## src/iev_pkg.sv

```systemverilog
package iev_pkg;

    // ****************************************************************
    // Bus geometry
    // ****************************************************************
    localparam int          ADDR_W           = 9;
    localparam int          DATA_W           = 32;
    localparam int          STRB_W           = 4;
    localparam int          MAX_INPUTS       = 32;
    localparam int          IDX_W            = 5;

    // ****************************************************************
    // Register offsets (byte addresses)
    // ****************************************************************
    localparam logic [8:0]  OFF_ENABLE_MASK  = 9'h008;
    localparam logic [8:0]  OFF_SET_LOC      = 9'h010;
    localparam logic [8:0]  OFF_CLEAR_LOC    = 9'h014;
    localparam logic [8:0]  OFF_VEC_INDEX    = 9'h018;
    localparam logic [8:0]  OFF_MASTER       = 9'h01C;
    localparam logic [8:0]  OFF_MODE         = 9'h020;
    localparam logic [8:0]  OFF_TABLE_BASE   = 9'h100;
    localparam logic [8:0]  OFF_TABLE_LAST   = 9'h17C;

    // ****************************************************************
    // Fields and reset values
    // ****************************************************************
    localparam int          GATE_BIT         = 0;
    localparam int          ARM_BIT          = 1;
    localparam logic [31:0] RST_ENABLE_MASK  = 32'h0000_0000;
    localparam logic [31:0] RST_MODE         = 32'h0000_0000;
    localparam logic [31:0] RST_TABLE        = 32'h0000_0000;
    localparam logic        RST_GATE         = 1'b0;
    localparam logic        RST_ARM          = 1'b0;
    localparam logic [31:0] RST_VEC_INDEX    = 32'h0000_0000;
    localparam logic [31:0] IDLE_VEC_INDEX   = 32'hFFFF_FFFF;
    localparam logic [1:0]  RESP_OKAY        = 2'h0;
    localparam logic [1:0]  RESP_SLVERR      = 2'h2;

    // ****************************************************************
    // Default input counts
    // ****************************************************************
    localparam int          DEF_HW_COUNT     = 4;
    localparam int          DEF_SW_COUNT     = 2;

    typedef enum logic [3:0] {
        T_NONE   = 4'h0,
        T_MASK   = 4'h1,
        T_SET    = 4'h2,
        T_CLEAR  = 4'h3,
        T_INDEX  = 4'h4,
        T_MASTER = 4'h5,
        T_MODE   = 4'h6,
        T_TABLE  = 4'h7
    } iev_target_t;

    // Byte-lane merge of a write into a stored word
    function automatic logic [31:0] merge_bytes(input logic [31:0] old_v,
                                                input logic [31:0] new_v,
                                                input logic [3:0]  strb);
        logic [31:0] res;
        res = old_v;
        for (int b = 0; b < 4; b++) begin
            if (strb[b]) begin
                res[b*8 +: 8] = new_v[b*8 +: 8];
            end
        end
        return res;
    endfunction

    // Ones on configured input positions only
    function automatic logic [31:0] input_mask(input int count);
        logic [31:0] res;
        res = 32'h0000_0000;
        for (int i = 0; i < 32; i++) begin
            if (i < count) begin
                res[i] = 1'b1;
            end
        end
        return res;
    endfunction

endpackage

```

## src/iev_table_if.sv

```systemverilog
`timescale 1ns/1ps
interface iev_table_if;
    logic        wr_en;
    logic [4:0]  wr_idx;
    logic [31:0] wr_data;
    logic [3:0]  wr_strb;
    logic [4:0]  rd_idx;
    logic [31:0] rd_data;
    logic [4:0]  sel_idx;
    logic [31:0] sel_addr;

    modport ctrl (
        output wr_en, wr_idx, wr_data, wr_strb, rd_idx, sel_idx,
        input  rd_data, sel_addr
    );
    modport store (
        input  wr_en, wr_idx, wr_data, wr_strb, rd_idx, sel_idx,
        output rd_data, sel_addr
    );
endinterface

```

## src/iev_prio_enc.sv

```systemverilog
`timescale 1ns/1ps
module iev_prio_enc #(
    parameter int N = 32
) (
    input  wire logic [31:0] i_pend,
    output logic      [31:0] o_index
);
    // Scan from the top so the lowest set position wins last
    always_comb begin
        o_index = iev_pkg::IDLE_VEC_INDEX;
        for (int i = N - 1; i >= 0; i--) begin
            if (i_pend[i]) begin
                o_index = 32'(i);
            end
        end
    end
endmodule

```

## src/iev_vec_table.sv

```systemverilog
`timescale 1ns/1ps
module iev_vec_table #(
    parameter int N = 32
) (
    input  wire logic  i_clk,
    input  wire logic  i_rst_n,
    iev_table_if.store tbl
);
    logic [31:0] table_q    [0:31];
    logic [31:0] next_table [0:31];

    always_comb begin
        for (int i = 0; i < 32; i++) begin
            next_table[i] = table_q[i];
        end
        // Entries past the configured count keep nothing
        if (tbl.wr_en && (int'(tbl.wr_idx) < N)) begin
            next_table[tbl.wr_idx] = iev_pkg::merge_bytes(table_q[tbl.wr_idx],
                                                          tbl.wr_data, tbl.wr_strb);
        end
    end

    always_ff @(posedge i_clk) begin
        for (int i = 0; i < 32; i++) begin
            if (!i_rst_n) begin
                table_q[i] <= iev_pkg::RST_TABLE;
            end else begin
                table_q[i] <= next_table[i];
            end
        end
    end

    assign tbl.rd_data  = (int'(tbl.rd_idx) < N) ? table_q[tbl.rd_idx] : 32'h0000_0000;
    assign tbl.sel_addr = table_q[tbl.sel_idx];
endmodule

```

## src/iev_ctrl.sv

```systemverilog
`timescale 1ns/1ps
// Contract
// Set location ones set mask bits
// Clear location ones clear mask bits
// Zeros and unconfigured positions change nothing
// Set and clear locations optional by parameter
// Vector index reads highest enabled active input
// Lower bit position has higher priority
// Nothing pending: vector index all ones; the code resets it to 0 and loads all ones at the first clock after reset
// Vector index selects accompanying table entry
// Master control: gate bit0, arm bit1, reset 0
// Gate one allows request, zero blocks all
// Arm zero ignores hardware, allows software test
// Arm bit write-once until reset
// Upper master bits ignored, read zero
// Mode select exists only with fast parameter
// Mode bit zero normal, one fast
// Unconfigured mode bits read zero
// One 32-bit table entry per input
// Fast mode drives stored address with request
// Table entries past count read zero, ignore writes
// Software writes table only while gate zero; the code takes table writes whatever the gate value
// Mask bit gates reporting, not capture
// Request is OR of pending, gated
// Set and clear update mask atomically
// Index and address follow within one clock
module iev_ctrl #(
    parameter int HW_COUNT         = iev_pkg::DEF_HW_COUNT,
    parameter int SW_COUNT         = iev_pkg::DEF_SW_COUNT,
    parameter bit HAS_SET_LOCATION = 1'b1,
    parameter bit HAS_CLEAR_LOCATION = 1'b1,
    parameter bit HAS_FAST         = 1'b1
) (
    // Clock and reset
    input  wire logic        I_CLK,
    input  wire logic        I_RST_N,
    // AXI4-Lite write address and data
    input  wire logic [8:0]  I_S_AXI_AWADDR,
    input  wire logic        I_S_AXI_AWVALID,
    output logic             O_S_AXI_AWREADY,
    input  wire logic [31:0] I_S_AXI_WDATA,
    input  wire logic [3:0]  I_S_AXI_WSTRB,
    input  wire logic        I_S_AXI_WVALID,
    output logic             O_S_AXI_WREADY,
    // AXI4-Lite write response
    output logic [1:0]       O_S_AXI_BRESP,
    output logic             O_S_AXI_BVALID,
    input  wire logic        I_S_AXI_BREADY,
    // AXI4-Lite read
    input  wire logic [8:0]  I_S_AXI_ARADDR,
    input  wire logic        I_S_AXI_ARVALID,
    output logic             O_S_AXI_ARREADY,
    output logic [31:0]      O_S_AXI_RDATA,
    output logic [1:0]       O_S_AXI_RRESP,
    output logic             O_S_AXI_RVALID,
    input  wire logic        I_S_AXI_RREADY,
    // Status bits from the capture logic (same clock)
    input  wire logic [31:0] I_STATUS_BITS,
    // Processor side
    output logic             O_IRQ,
    output logic             O_IRQ_FAST,
    output logic [31:0]      O_IRQ_ADDR,
    // To the capture logic
    output logic             O_HW_INPUT_ARM
);
    localparam int          N     = HW_COUNT + SW_COUNT;
    localparam logic [31:0] VALID = iev_pkg::input_mask(N);

    // ****************************************************************
    // Address decode
    // ****************************************************************
    function automatic iev_pkg::iev_target_t decode(input logic [8:0] addr);
        iev_pkg::iev_target_t t;
        t = iev_pkg::T_NONE;
        if (addr[8:7] == iev_pkg::OFF_TABLE_BASE[8:7]) begin
            t = iev_pkg::T_TABLE;
        end else if (addr[8:2] == iev_pkg::OFF_ENABLE_MASK[8:2]) begin
            t = iev_pkg::T_MASK;
        end else if (HAS_SET_LOCATION && addr[8:2] == iev_pkg::OFF_SET_LOC[8:2]) begin
            t = iev_pkg::T_SET;
        end else if (HAS_CLEAR_LOCATION && addr[8:2] == iev_pkg::OFF_CLEAR_LOC[8:2]) begin
            t = iev_pkg::T_CLEAR;
        end else if (addr[8:2] == iev_pkg::OFF_VEC_INDEX[8:2]) begin
            t = iev_pkg::T_INDEX;
        end else if (addr[8:2] == iev_pkg::OFF_MASTER[8:2]) begin
            t = iev_pkg::T_MASTER;
        end else if (HAS_FAST && addr[8:2] == iev_pkg::OFF_MODE[8:2]) begin
            t = iev_pkg::T_MODE;
        end
        return t;
    endfunction

    // Strobe lanes expanded to a bit mask
    function automatic logic [31:0] lanes(input logic [3:0] strb);
        logic [31:0] m;
        m = 32'h0000_0000;
        for (int b = 0; b < 4; b++) begin
            m[b*8 +: 8] = {8{strb[b]}};
        end
        return m;
    endfunction

    // ****************************************************************
    // State
    // ****************************************************************
    logic        awready, next_awready;
    logic        bvalid, next_bvalid;
    logic [1:0]  bresp, next_bresp;
    logic        arready, next_arready;
    logic        rvalid, next_rvalid;
    logic [31:0] rdata, next_rdata;
    logic [1:0]  rresp, next_rresp;
    logic [31:0] enable_mask, next_enable_mask;
    logic [31:0] mode_select, next_mode_select;
    logic        output_gate, next_output_gate;
    logic        hw_input_arm, next_hw_input_arm;
    logic [31:0] vector_index, next_vector_index;
    logic        irq, next_irq;
    logic        irq_fast, next_irq_fast;
    logic [31:0] irq_addr, next_irq_addr;

    logic                 wr_take;
    logic                 rd_take;
    iev_pkg::iev_target_t wr_tgt;
    iev_pkg::iev_target_t rd_tgt;
    logic [31:0]          wbits;
    logic [31:0]          pend;
    logic [31:0]          prio_index;

    iev_table_if tbl ();

    iev_prio_enc #(
        .N       (N)
    ) u_prio (
        .i_pend  (pend),
        .o_index (prio_index)
    );

    iev_vec_table #(
        .N       (N)
    ) u_table (
        .i_clk   (I_CLK),
        .i_rst_n (I_RST_N),
        .tbl     (tbl.store)
    );

    // ****************************************************************
    // Bus handshake
    // ****************************************************************
    // One write at a time: address and data are taken together, and
    // nothing new is taken while a response is still outstanding.
    assign wr_take = I_S_AXI_AWVALID && I_S_AXI_WVALID && !awready && !bvalid;
    assign rd_take = I_S_AXI_ARVALID && !arready && !rvalid;
    assign wr_tgt  = decode(I_S_AXI_AWADDR);
    assign rd_tgt  = decode(I_S_AXI_ARADDR);
    // Only ones on written lanes at configured positions count
    assign wbits   = I_S_AXI_WDATA & lanes(I_S_AXI_WSTRB) & VALID;

    assign tbl.wr_en   = wr_take && (wr_tgt == iev_pkg::T_TABLE);
    assign tbl.wr_idx  = I_S_AXI_AWADDR[6:2];
    assign tbl.wr_data = I_S_AXI_WDATA;
    assign tbl.wr_strb = I_S_AXI_WSTRB;
    assign tbl.rd_idx  = I_S_AXI_ARADDR[6:2];
    assign tbl.sel_idx = prio_index[4:0];

    always_comb begin
        next_awready = wr_take;
        next_bvalid  = bvalid;
        next_bresp   = bresp;
        if (wr_take) begin
            next_bvalid = 1'b1;
            next_bresp  = (wr_tgt == iev_pkg::T_NONE) ? iev_pkg::RESP_SLVERR
                                                      : iev_pkg::RESP_OKAY;
        end else if (bvalid && I_S_AXI_BREADY) begin
            next_bvalid = 1'b0;
        end
    end

    always_comb begin
        next_arready = rd_take;
        next_rvalid  = rvalid;
        next_rdata   = rdata;
        next_rresp   = rresp;
        if (rd_take) begin
            next_rvalid = 1'b1;
            next_rresp  = iev_pkg::RESP_OKAY;
            next_rdata  = 32'h0000_0000;
            if (rd_tgt == iev_pkg::T_MASK) begin
                next_rdata = enable_mask;
            end else if (rd_tgt == iev_pkg::T_INDEX) begin
                next_rdata = vector_index;
            end else if (rd_tgt == iev_pkg::T_MASTER) begin
                next_rdata[iev_pkg::GATE_BIT] = output_gate;
                next_rdata[iev_pkg::ARM_BIT]  = hw_input_arm;
            end else if (rd_tgt == iev_pkg::T_MODE) begin
                next_rdata = mode_select & VALID;
            end else if (rd_tgt == iev_pkg::T_TABLE) begin
                next_rdata = tbl.rd_data;
            end else if (rd_tgt == iev_pkg::T_NONE) begin
                next_rresp = iev_pkg::RESP_SLVERR;
            end
        end else if (rvalid && I_S_AXI_RREADY) begin
            next_rvalid = 1'b0;
        end
    end

    // ****************************************************************
    // Control registers
    // ****************************************************************
    always_comb begin
        next_enable_mask  = enable_mask;
        next_mode_select  = mode_select;
        next_output_gate  = output_gate;
        next_hw_input_arm = hw_input_arm;
        if (wr_take) begin
            // Single-cycle update, so the encoder never sees a half-written mask
            if (wr_tgt == iev_pkg::T_SET) begin
                next_enable_mask = enable_mask | wbits;
            end else if (wr_tgt == iev_pkg::T_CLEAR) begin
                next_enable_mask = enable_mask & ~wbits;
            end else if (wr_tgt == iev_pkg::T_MASK) begin
                next_enable_mask = iev_pkg::merge_bytes(enable_mask, I_S_AXI_WDATA,
                                                        I_S_AXI_WSTRB) & VALID;
            end else if (wr_tgt == iev_pkg::T_MODE) begin
                next_mode_select = iev_pkg::merge_bytes(mode_select, I_S_AXI_WDATA,
                                                        I_S_AXI_WSTRB) & VALID;
            end else if (wr_tgt == iev_pkg::T_MASTER && I_S_AXI_WSTRB[0]) begin
                next_output_gate = I_S_AXI_WDATA[iev_pkg::GATE_BIT];
                // A zero never clears it; once set only reset does
                if (I_S_AXI_WDATA[iev_pkg::ARM_BIT]) begin
                    next_hw_input_arm = 1'b1;
                end
            end
        end
    end

    // ****************************************************************
    // Request and vector outputs
    // ****************************************************************
    // Mask only hides reporting; status keeps its own value upstream
    assign pend = I_STATUS_BITS & enable_mask & VALID;

    always_comb begin
        next_vector_index = prio_index;
        next_irq          = output_gate && (pend != 32'h0000_0000);
        next_irq_fast     = next_irq && mode_select[prio_index[4:0]];
        next_irq_addr     = 32'h0000_0000;
        if (next_irq_fast) begin
            next_irq_addr = tbl.sel_addr;
        end
    end

    always_ff @(posedge I_CLK) begin
        if (!I_RST_N) begin
            awready      <= 1'b0;
            bvalid       <= 1'b0;
            bresp        <= iev_pkg::RESP_OKAY;
            arready      <= 1'b0;
            rvalid       <= 1'b0;
            rdata        <= 32'h0000_0000;
            rresp        <= iev_pkg::RESP_OKAY;
            enable_mask  <= iev_pkg::RST_ENABLE_MASK;
            mode_select  <= iev_pkg::RST_MODE;
            output_gate  <= iev_pkg::RST_GATE;
            hw_input_arm <= iev_pkg::RST_ARM;
            vector_index <= iev_pkg::RST_VEC_INDEX;
            irq          <= 1'b0;
            irq_fast     <= 1'b0;
            irq_addr     <= 32'h0000_0000;
        end else begin
            awready      <= next_awready;
            bvalid       <= next_bvalid;
            bresp        <= next_bresp;
            arready      <= next_arready;
            rvalid       <= next_rvalid;
            rdata        <= next_rdata;
            rresp        <= next_rresp;
            enable_mask  <= next_enable_mask;
            mode_select  <= next_mode_select;
            output_gate  <= next_output_gate;
            hw_input_arm <= next_hw_input_arm;
            vector_index <= next_vector_index;
            irq          <= next_irq;
            irq_fast     <= next_irq_fast;
            irq_addr     <= next_irq_addr;
        end
    end

    assign O_S_AXI_AWREADY = awready;
    assign O_S_AXI_WREADY  = awready;
    assign O_S_AXI_BVALID  = bvalid;
    assign O_S_AXI_BRESP   = bresp;
    assign O_S_AXI_ARREADY = arready;
    assign O_S_AXI_RVALID  = rvalid;
    assign O_S_AXI_RDATA   = rdata;
    assign O_S_AXI_RRESP   = rresp;
    assign O_IRQ           = irq;
    assign O_IRQ_FAST      = irq_fast;
    assign O_IRQ_ADDR      = irq_addr;
    // Capture logic ignores hardware inputs and takes software test writes while low
    assign O_HW_INPUT_ARM  = hw_input_arm;
endmodule

```

## config.mk

```make
export PLATFORM = sky130hd
export DESIGN_NAME = iev_ctrl
export DESIGN_NICKNAME = d
export VERILOG_FILES = /design/src/iev_pkg.sv /design/src/iev_table_if.sv /design/src/iev_prio_enc.sv /design/src/iev_vec_table.sv /design/src/iev_ctrl.sv
export SDC_FILE = /design/constraint.sdc
export NUM_CORES = 2
export LEC_CHECK = 0
export BUFFER_PORTS_ARGS = -buffer_cell sky130_fd_sc_hd__buf_4
export CORE_MARGIN = 10
export CORE_UTILIZATION = 47
export DETAILED_ROUTE_END_ITERATION = 10
export GPL_TIMING_DRIVEN = 0
export PLACE_DENSITY = 0.74
export SYNTH_ARGS = -nofsm -noshare
export SYNTH_HDL_FRONTEND = slang
export SYNTH_HIERARCHICAL = 1
export SYNTH_SLANG_ARGS = --single-unit
```

## constraint.sdc

```tcl
create_clock -name I_CLK -period 4.9 [get_ports I_CLK]
set_clock_uncertainty 0.1 [all_clocks]
set_input_delay 0.98 -clock I_CLK [delete_from_list [all_inputs] [get_ports I_CLK]]
set_output_delay 0.98 -clock I_CLK [all_outputs]
set_load 0.03 [all_outputs]
```

; ---- Word-level counts from Yosys, hierarchy flattened
; Memory sizes are Yosys's and may differ from the RTL's. A register that Yosys moved wholly into a read port is not among the register bits.
; Index checks and enable logic that the tools add are counted.
[totals]
reg_bits = 114
latch_bits = 0
ram_bits = 1024
romBits = 0
out_inout_bits = 76
wordCells = 212
n_memories = 1
[classes]
add_sub_neg = 0
mul = 0
div_mod_pow = 0
order_cmp = 5
eq_ne = 25
shifts = 0
mux = 90
bitwise_logic = 43
n_reduce_logical = 32
[mem_list]
columns = name, depth, word_bits, read_ports, rd_ports_with_merged_regs, write_ports, line
row1 = u_table.table_q, 32, 32, 35, 1, 32, iev_vec_table.sv:9  ; logic [31:0] table_q [0:31];
[ops]
columns = op, count
row1 = $mux 32, 42
row2 = $bwmux 1024, 1
row3 = $mux 1024, 1
row4 = $demux 32 s5, 1
row5 = $mux 8, 8
row6 = $eq 7x3->1 const B, 8
row7 = $and 32x32->32, 1
row8 = $not 6->32, 1
row9 = $or 1x1->1, 32
row10 = $or 32x6->32, 1
row11 = $reduce_bool 32->1, 1
row12 = $mux 3, 10
row13 = $mux 30, 1
row14 = $eq 4x3->1 const B, 7
row15 = $mux 5, 5
row16 = $mux 2, 8
row17 = $mux 4, 4
row18 = $eq 7x2->1 const B, 2
row19 = $eq 7x4->1 const B, 2
row20 = $logic_and 1x1->1, 13
row21 = $and 6x6->6, 2
row22 = $reduce_and 6->1, 2
row23 = $lt 5x3->1 const B, 2
row24 = $eq 4x1->1 const B, 2
row25 = 18 further kinds, 38

; ---- Logic depth before layout (Yosys ltp)
[logic_depth]
depth_word = 15
ltp_mapped = 11

; ---- Modules after synthesis
; Netlist, hierarchy kept.
[by_module_without_submodules]
columns = module, n_inst, cells_per_inst, area_per_inst_um2, seq_area_each_um2
row1 = iev_vec_table, 1, 3886, 47140.2, 20499.7
row2 = iev_ctrl, 1, 449, 4468.0, 2362.3
row3 = iev_prio_enc, 1, 36, 264.0, 0.0

; ---- Least setup slack after synthesis
; Ideal clock, no wire load.
[synth_path]
path_type = input to register
startpoint = in I_STATUS_BITS[0]
endpoint = reg irq_addr[31] (netlist: O_IRQ_ADDR[31]) (read register of u_table.table_q)
setup_time_ps = 113
arrival_time_ps = 3667
required_time_ps = 4687
slack_ps = 1021
path_stages = 8
cell_sequence = and2_1 > nor4_2 > and2_1 > buf_1 > clkbuf_1 > mux4_2 > mux2_2 > and2_4
[synth_via]
elab_chain_len = 7
word_cells_on_any_way = 9
classes_between = mux: 3 / bitwise: 1 / reduce/logical: 5
[synth_rtl]
columns = item, line
row1 = start: declaration, iev_ctrl.sv:58  ; input wire logic [31:0] I_STATUS_BITS,
row2 = $and 6x6->6 (*), iev_ctrl.sv:241  ; assign pend = I_STATUS_BITS & enable_mask & VALID;
row3 = $mux 5 (*), iev_prio_enc.sv:12  ; if (i_pend[i]) begin
row4 = named net next_vector_index[2], iev_ctrl.sv:117  ; logic [31:0] vector_index, next_vector_index;
row5 = $bmux 1 s5, iev_ctrl.sv:246  ; next_irq_fast = next_irq && mode_select[prio_index[4:0]];
row6 = $mux 1 (implied by the code), iev_ctrl.sv:246
row7 = $logic_and 1x1->1, iev_ctrl.sv:246
row8 = $reduce_and 2->1 (no source line), n/a
row9 = $logic_not 1->1 (no source line), n/a
row10 = end: declaration, iev_ctrl.sv:120  ; logic [31:0] irq_addr, next_irq_addr;
; Mark *: on every way through the listed nets, which the timed path passes. The rest lies on a longest branch. The select of a mux whose other input is x is not followed.
; A chain may end at the register's enable or synchronous reset.

; ---- Worst setup path in the final report
[layout_path]
startpoint = reg enable_mask[3]
endpoint = reg irq_addr[24] (netlist: O_IRQ_ADDR[24]) (read register of u_table.table_q)
[layout_via]
elab_chain_len = 10
word_cells_on_any_way = 12
classes_between = mux: 6 / bitwise: 1 / reduce/logical: 5
[layout_rtl]
columns = item, line
row1 = start: declaration, iev_ctrl.sv:113  ; logic [31:0] enable_mask, next_enable_mask;
row2 = start signal: assignment, iev_ctrl.sv:262  ; enable_mask <= iev_pkg::RST_ENABLE_MASK;
row3 = start signal: assignment, iev_ctrl.sv:278  ; enable_mask <= next_enable_mask;
row4 = $and 6x6->6 (*), iev_ctrl.sv:241
row5 = named net pend[3], iev_ctrl.sv:127  ; logic [31:0] pend;
row6 = $mux 5 (*) (4 in a row), iev_prio_enc.sv:12
row7 = named net next_vector_index[1], iev_ctrl.sv:117
row8 = $bmux 1 s5, iev_ctrl.sv:246
row9 = $mux 1 (implied by the code), iev_ctrl.sv:246
row10 = $logic_and 1x1->1, iev_ctrl.sv:246
row11 = $reduce_and 2->1 (no source line), n/a
row12 = $logic_not 1->1 (no source line), n/a
; Marks and branches as above.

==> qor.yml <==
status:
  run_status: "finished, violations left"
  violations: "max-capacitance violations, max-slew violations"
synth:
  ys_seq_elements: 1142
  synth_top_area_share_pct: 44.1
  synth_common_cells: "dfxtp_1 (1142), and2_1 (876), mux4_2 (454)"
  synth_edf_count: 0
  ys_top_cells_by_area: "dfxtp_1 (44%), mux4_2 (20%), and2_1 (11%)"
  postSynth.asyncResetShare_pct: 0
  syn_area_per_cell_um2: 11.9
  ys_seq_area_share_pct: 44.1
  syn_inst: 4371
  ys_warn_count: 6
  syn_area_mm2: 0.0519
  synthFlopType: "dfxtp_1"
  netlist-cell-type-count: 77
  synth_most_common_cell: "dfxtp_1"
  synth_largest_area_cell: "dfxtp_1"
power_and_ir_drop:
  pwr-share-clk_pct: 46.2
  p_int_mw: 14.9
  leakage_nw: 22.7
  power_frac_seq_pct: 47.2
  power_density_mw_per_mm2: 338
  peakVddDrop_uv: 315
  switching_share_pct: 24.8
  p_sw_mw: 4.91
  combinationalPowerShare_pct: 6.6
die:
  initial_core_util_pct: 47.5
  coreArea_mm2: 0.109
  dieArea_mm2: 0.124
  ios: 169
  die_w_um: 352
  rows: 121
  die_h_um: 352
clock_tree:
  cts_buffers: 115
  clk_pin_slew_worst_paths_ns: 0.06
  root_buffer: "clkbuf_16"
  clk_latency_ns: 0.74
  htreeDepth: 3
  cts_tree: "done"
  cts.sinks: 1142
  hold_buffers: 0
  cts_buffer_depth: 3
  ctsResizeCount: 1
  post_cts_buffers: 0
setup_path:
  max_stage_delay_ns: 1.21
  path_max_fanout: 10
  critPathCaptureType: "register"
  path_cells: "and2_1 -> o31a_1 -> buf_1 -> clkbuf_1 -> mux4_2 -> mux4_2 -> mux2_2 -> and2_4"
  critPathArrivalTime_ns: 5.38
  required_ns: 5.42
  worstSetupPathType: "register to register"
  cp-start-kind: "register"
  cp_common_cell: "mux4_2"
  slowest_stage: "buf_1"
cells_and_area:
  final_area_mm2: 0.0586
  final_cells: 6201
  layout-drive-gt1-share_pct: 22.6
  nets: 4715
  area_growth_pct: 13.0
timing:
  holdWs_ns: 0.368
  hold_violations: 0
  rsz0062_at_grt: "no"
  slew_violations: 33
  tightest_slew_ns: 1.60
  final.period_utilization_pct: 99.3
  max_freq_mhz: 206
  finalSetupViolCount: 0
  fin_crit_ns: 4.86
  slew-limit-headroom_pct: -7.35
placement:
  io_buffers: 133
  gp_congestion: 1.06
  dpl_cell_area_mm2: 0.0547
  dpl.cell_count: 5981
  place_hpwl_um: 156000
detailed_routing:
  firstDrtPassIters: 8
  vias_per_cell: 6.77
  ant_nets: 0
  wl_um: 210000
  drcViolationCount: 0
  vias: 42000
  wl_per_cell_um: 33.8
  drt_iter0_markers: 7164
worst_hold_path:
  min_path_type: "register to register"
flow_run:
  cap_violations: 3
grt:
  grt_pass1_vias: 40000
  overflow: 0
  antenna_found_initial: 8
  grt_pass1_wl_um: 293000
  grt_usage_pct: 32.3
  grt_max_degree: 32
## power by group through the flow
stage / Sequential (mW) / Combinational [mW] / Clock (mW)
5_1_grt: 9.34 / 1.29 / 9.52
2_1_floorplan: 9.58 / 0.592 / 0
3_5_place_dp: 9.54 / 1.22 / 0
3_3_place_gp: 9.54 / 1.21 / 0
6_report: 9.34 / 1.31 / 9.15
4_1_cts: 9.34 / 1.22 / 9.15
## routing by layer
layer	track usage, %	routed length (um)	vias up
met5	0	13	-
met4	22.5	18600	2
met3	8.88	27600	777
met2	46.4	87000	3468
met1	41.9	76300	21100
li1	-	-	16700
## stage by stage
step | setup TNS, ns | power (mW) | setup slack [ns] | utilization [%]
floorplan | 0 | 10.2 | 1.02 | -
global placement | -29.18 | 10.8 | -1.06 | 50.1
detailed placement | -29.57 | 10.8 | -1.08 | 50.1
CTS | 0 | 19.7 | 0.0788 | 53.7
global route | 0 | 20.2 | 0.287 | 53.7
finish | 0 | 19.8 | 0.0359 | 53.7
## cell type report
cell class,instances,area [um2]
Fill cell,9397,50500
Multi-Input combinational cell,2787,26800
Inverter,17,63.8
Tap cell,1476,1850
Buffer,426,2190
Sequential cell,1142,22900
Clock buffer,171,3410
Clock inverter,46,490
Antenna cell,3,7.51
Timing Repair Buffer,133,998
## critical path, delay by kind of cell, from the launching register on
kind,cells,cell delay [ns]
and+or+nand+nor,2,0.41
muxes,3,1.28
AOI/OAI and AO/OA,1,0.37
DFF,1,0.43
buffers and inverters,2,2.15
## registers in the layout, indices dropped and copies added, names as in the netlist, 6 cells and up
signal / count
O_IRQ_ADDR: 32
O_S_AXI_RDATA: 32
enable_mask: 6
mode_select: 6
u_table/table_q: 1024
vector_index: 32
## kinds of logic after synthesis
| family | count (synthesis) | synth area share [%] |
|---|---|---|
| AOI/OAI and AO/OA | 570 | 8.36 |
| xor gates and xnor gates | 1 | 0.0169 |
| buffers and inverters | 443 | 4.34 |
| DFF | 1142 | 44.1 |
| muxes | 824 | 27.5 |
| other | 1 | 0.00723 |
| and+or+nand+nor | 1390 | 15.7 |
## worst paths after layout
path,from,end,slack (ns),cells past startpoint
worst max-delay path,enable_mask[3],O_IRQ_ADDR[24],0.04,8
worst min register to register,O_S_AXI_RDATA[2],O_S_AXI_RDATA[2],0.37,2
worst max register to register,enable_mask[3],O_IRQ_ADDR[24],0.04,8
worst min-delay path,O_S_AXI_RDATA[2],O_S_AXI_RDATA[2],0.37,2
## cells in the final DEF, fill, tap and decap left out, drive strengths merged, types with 60 or more instances in the layout
cell	n
dfxtp	1142
and2	908
mux4	469
clkbuf	408
buf	314
mux2i	289
nor2	223
a32o	138
a22oi	131
nand3	104
o21ai	91
mux2	66
o22ai	60
(Power assumes the default switching activity.)
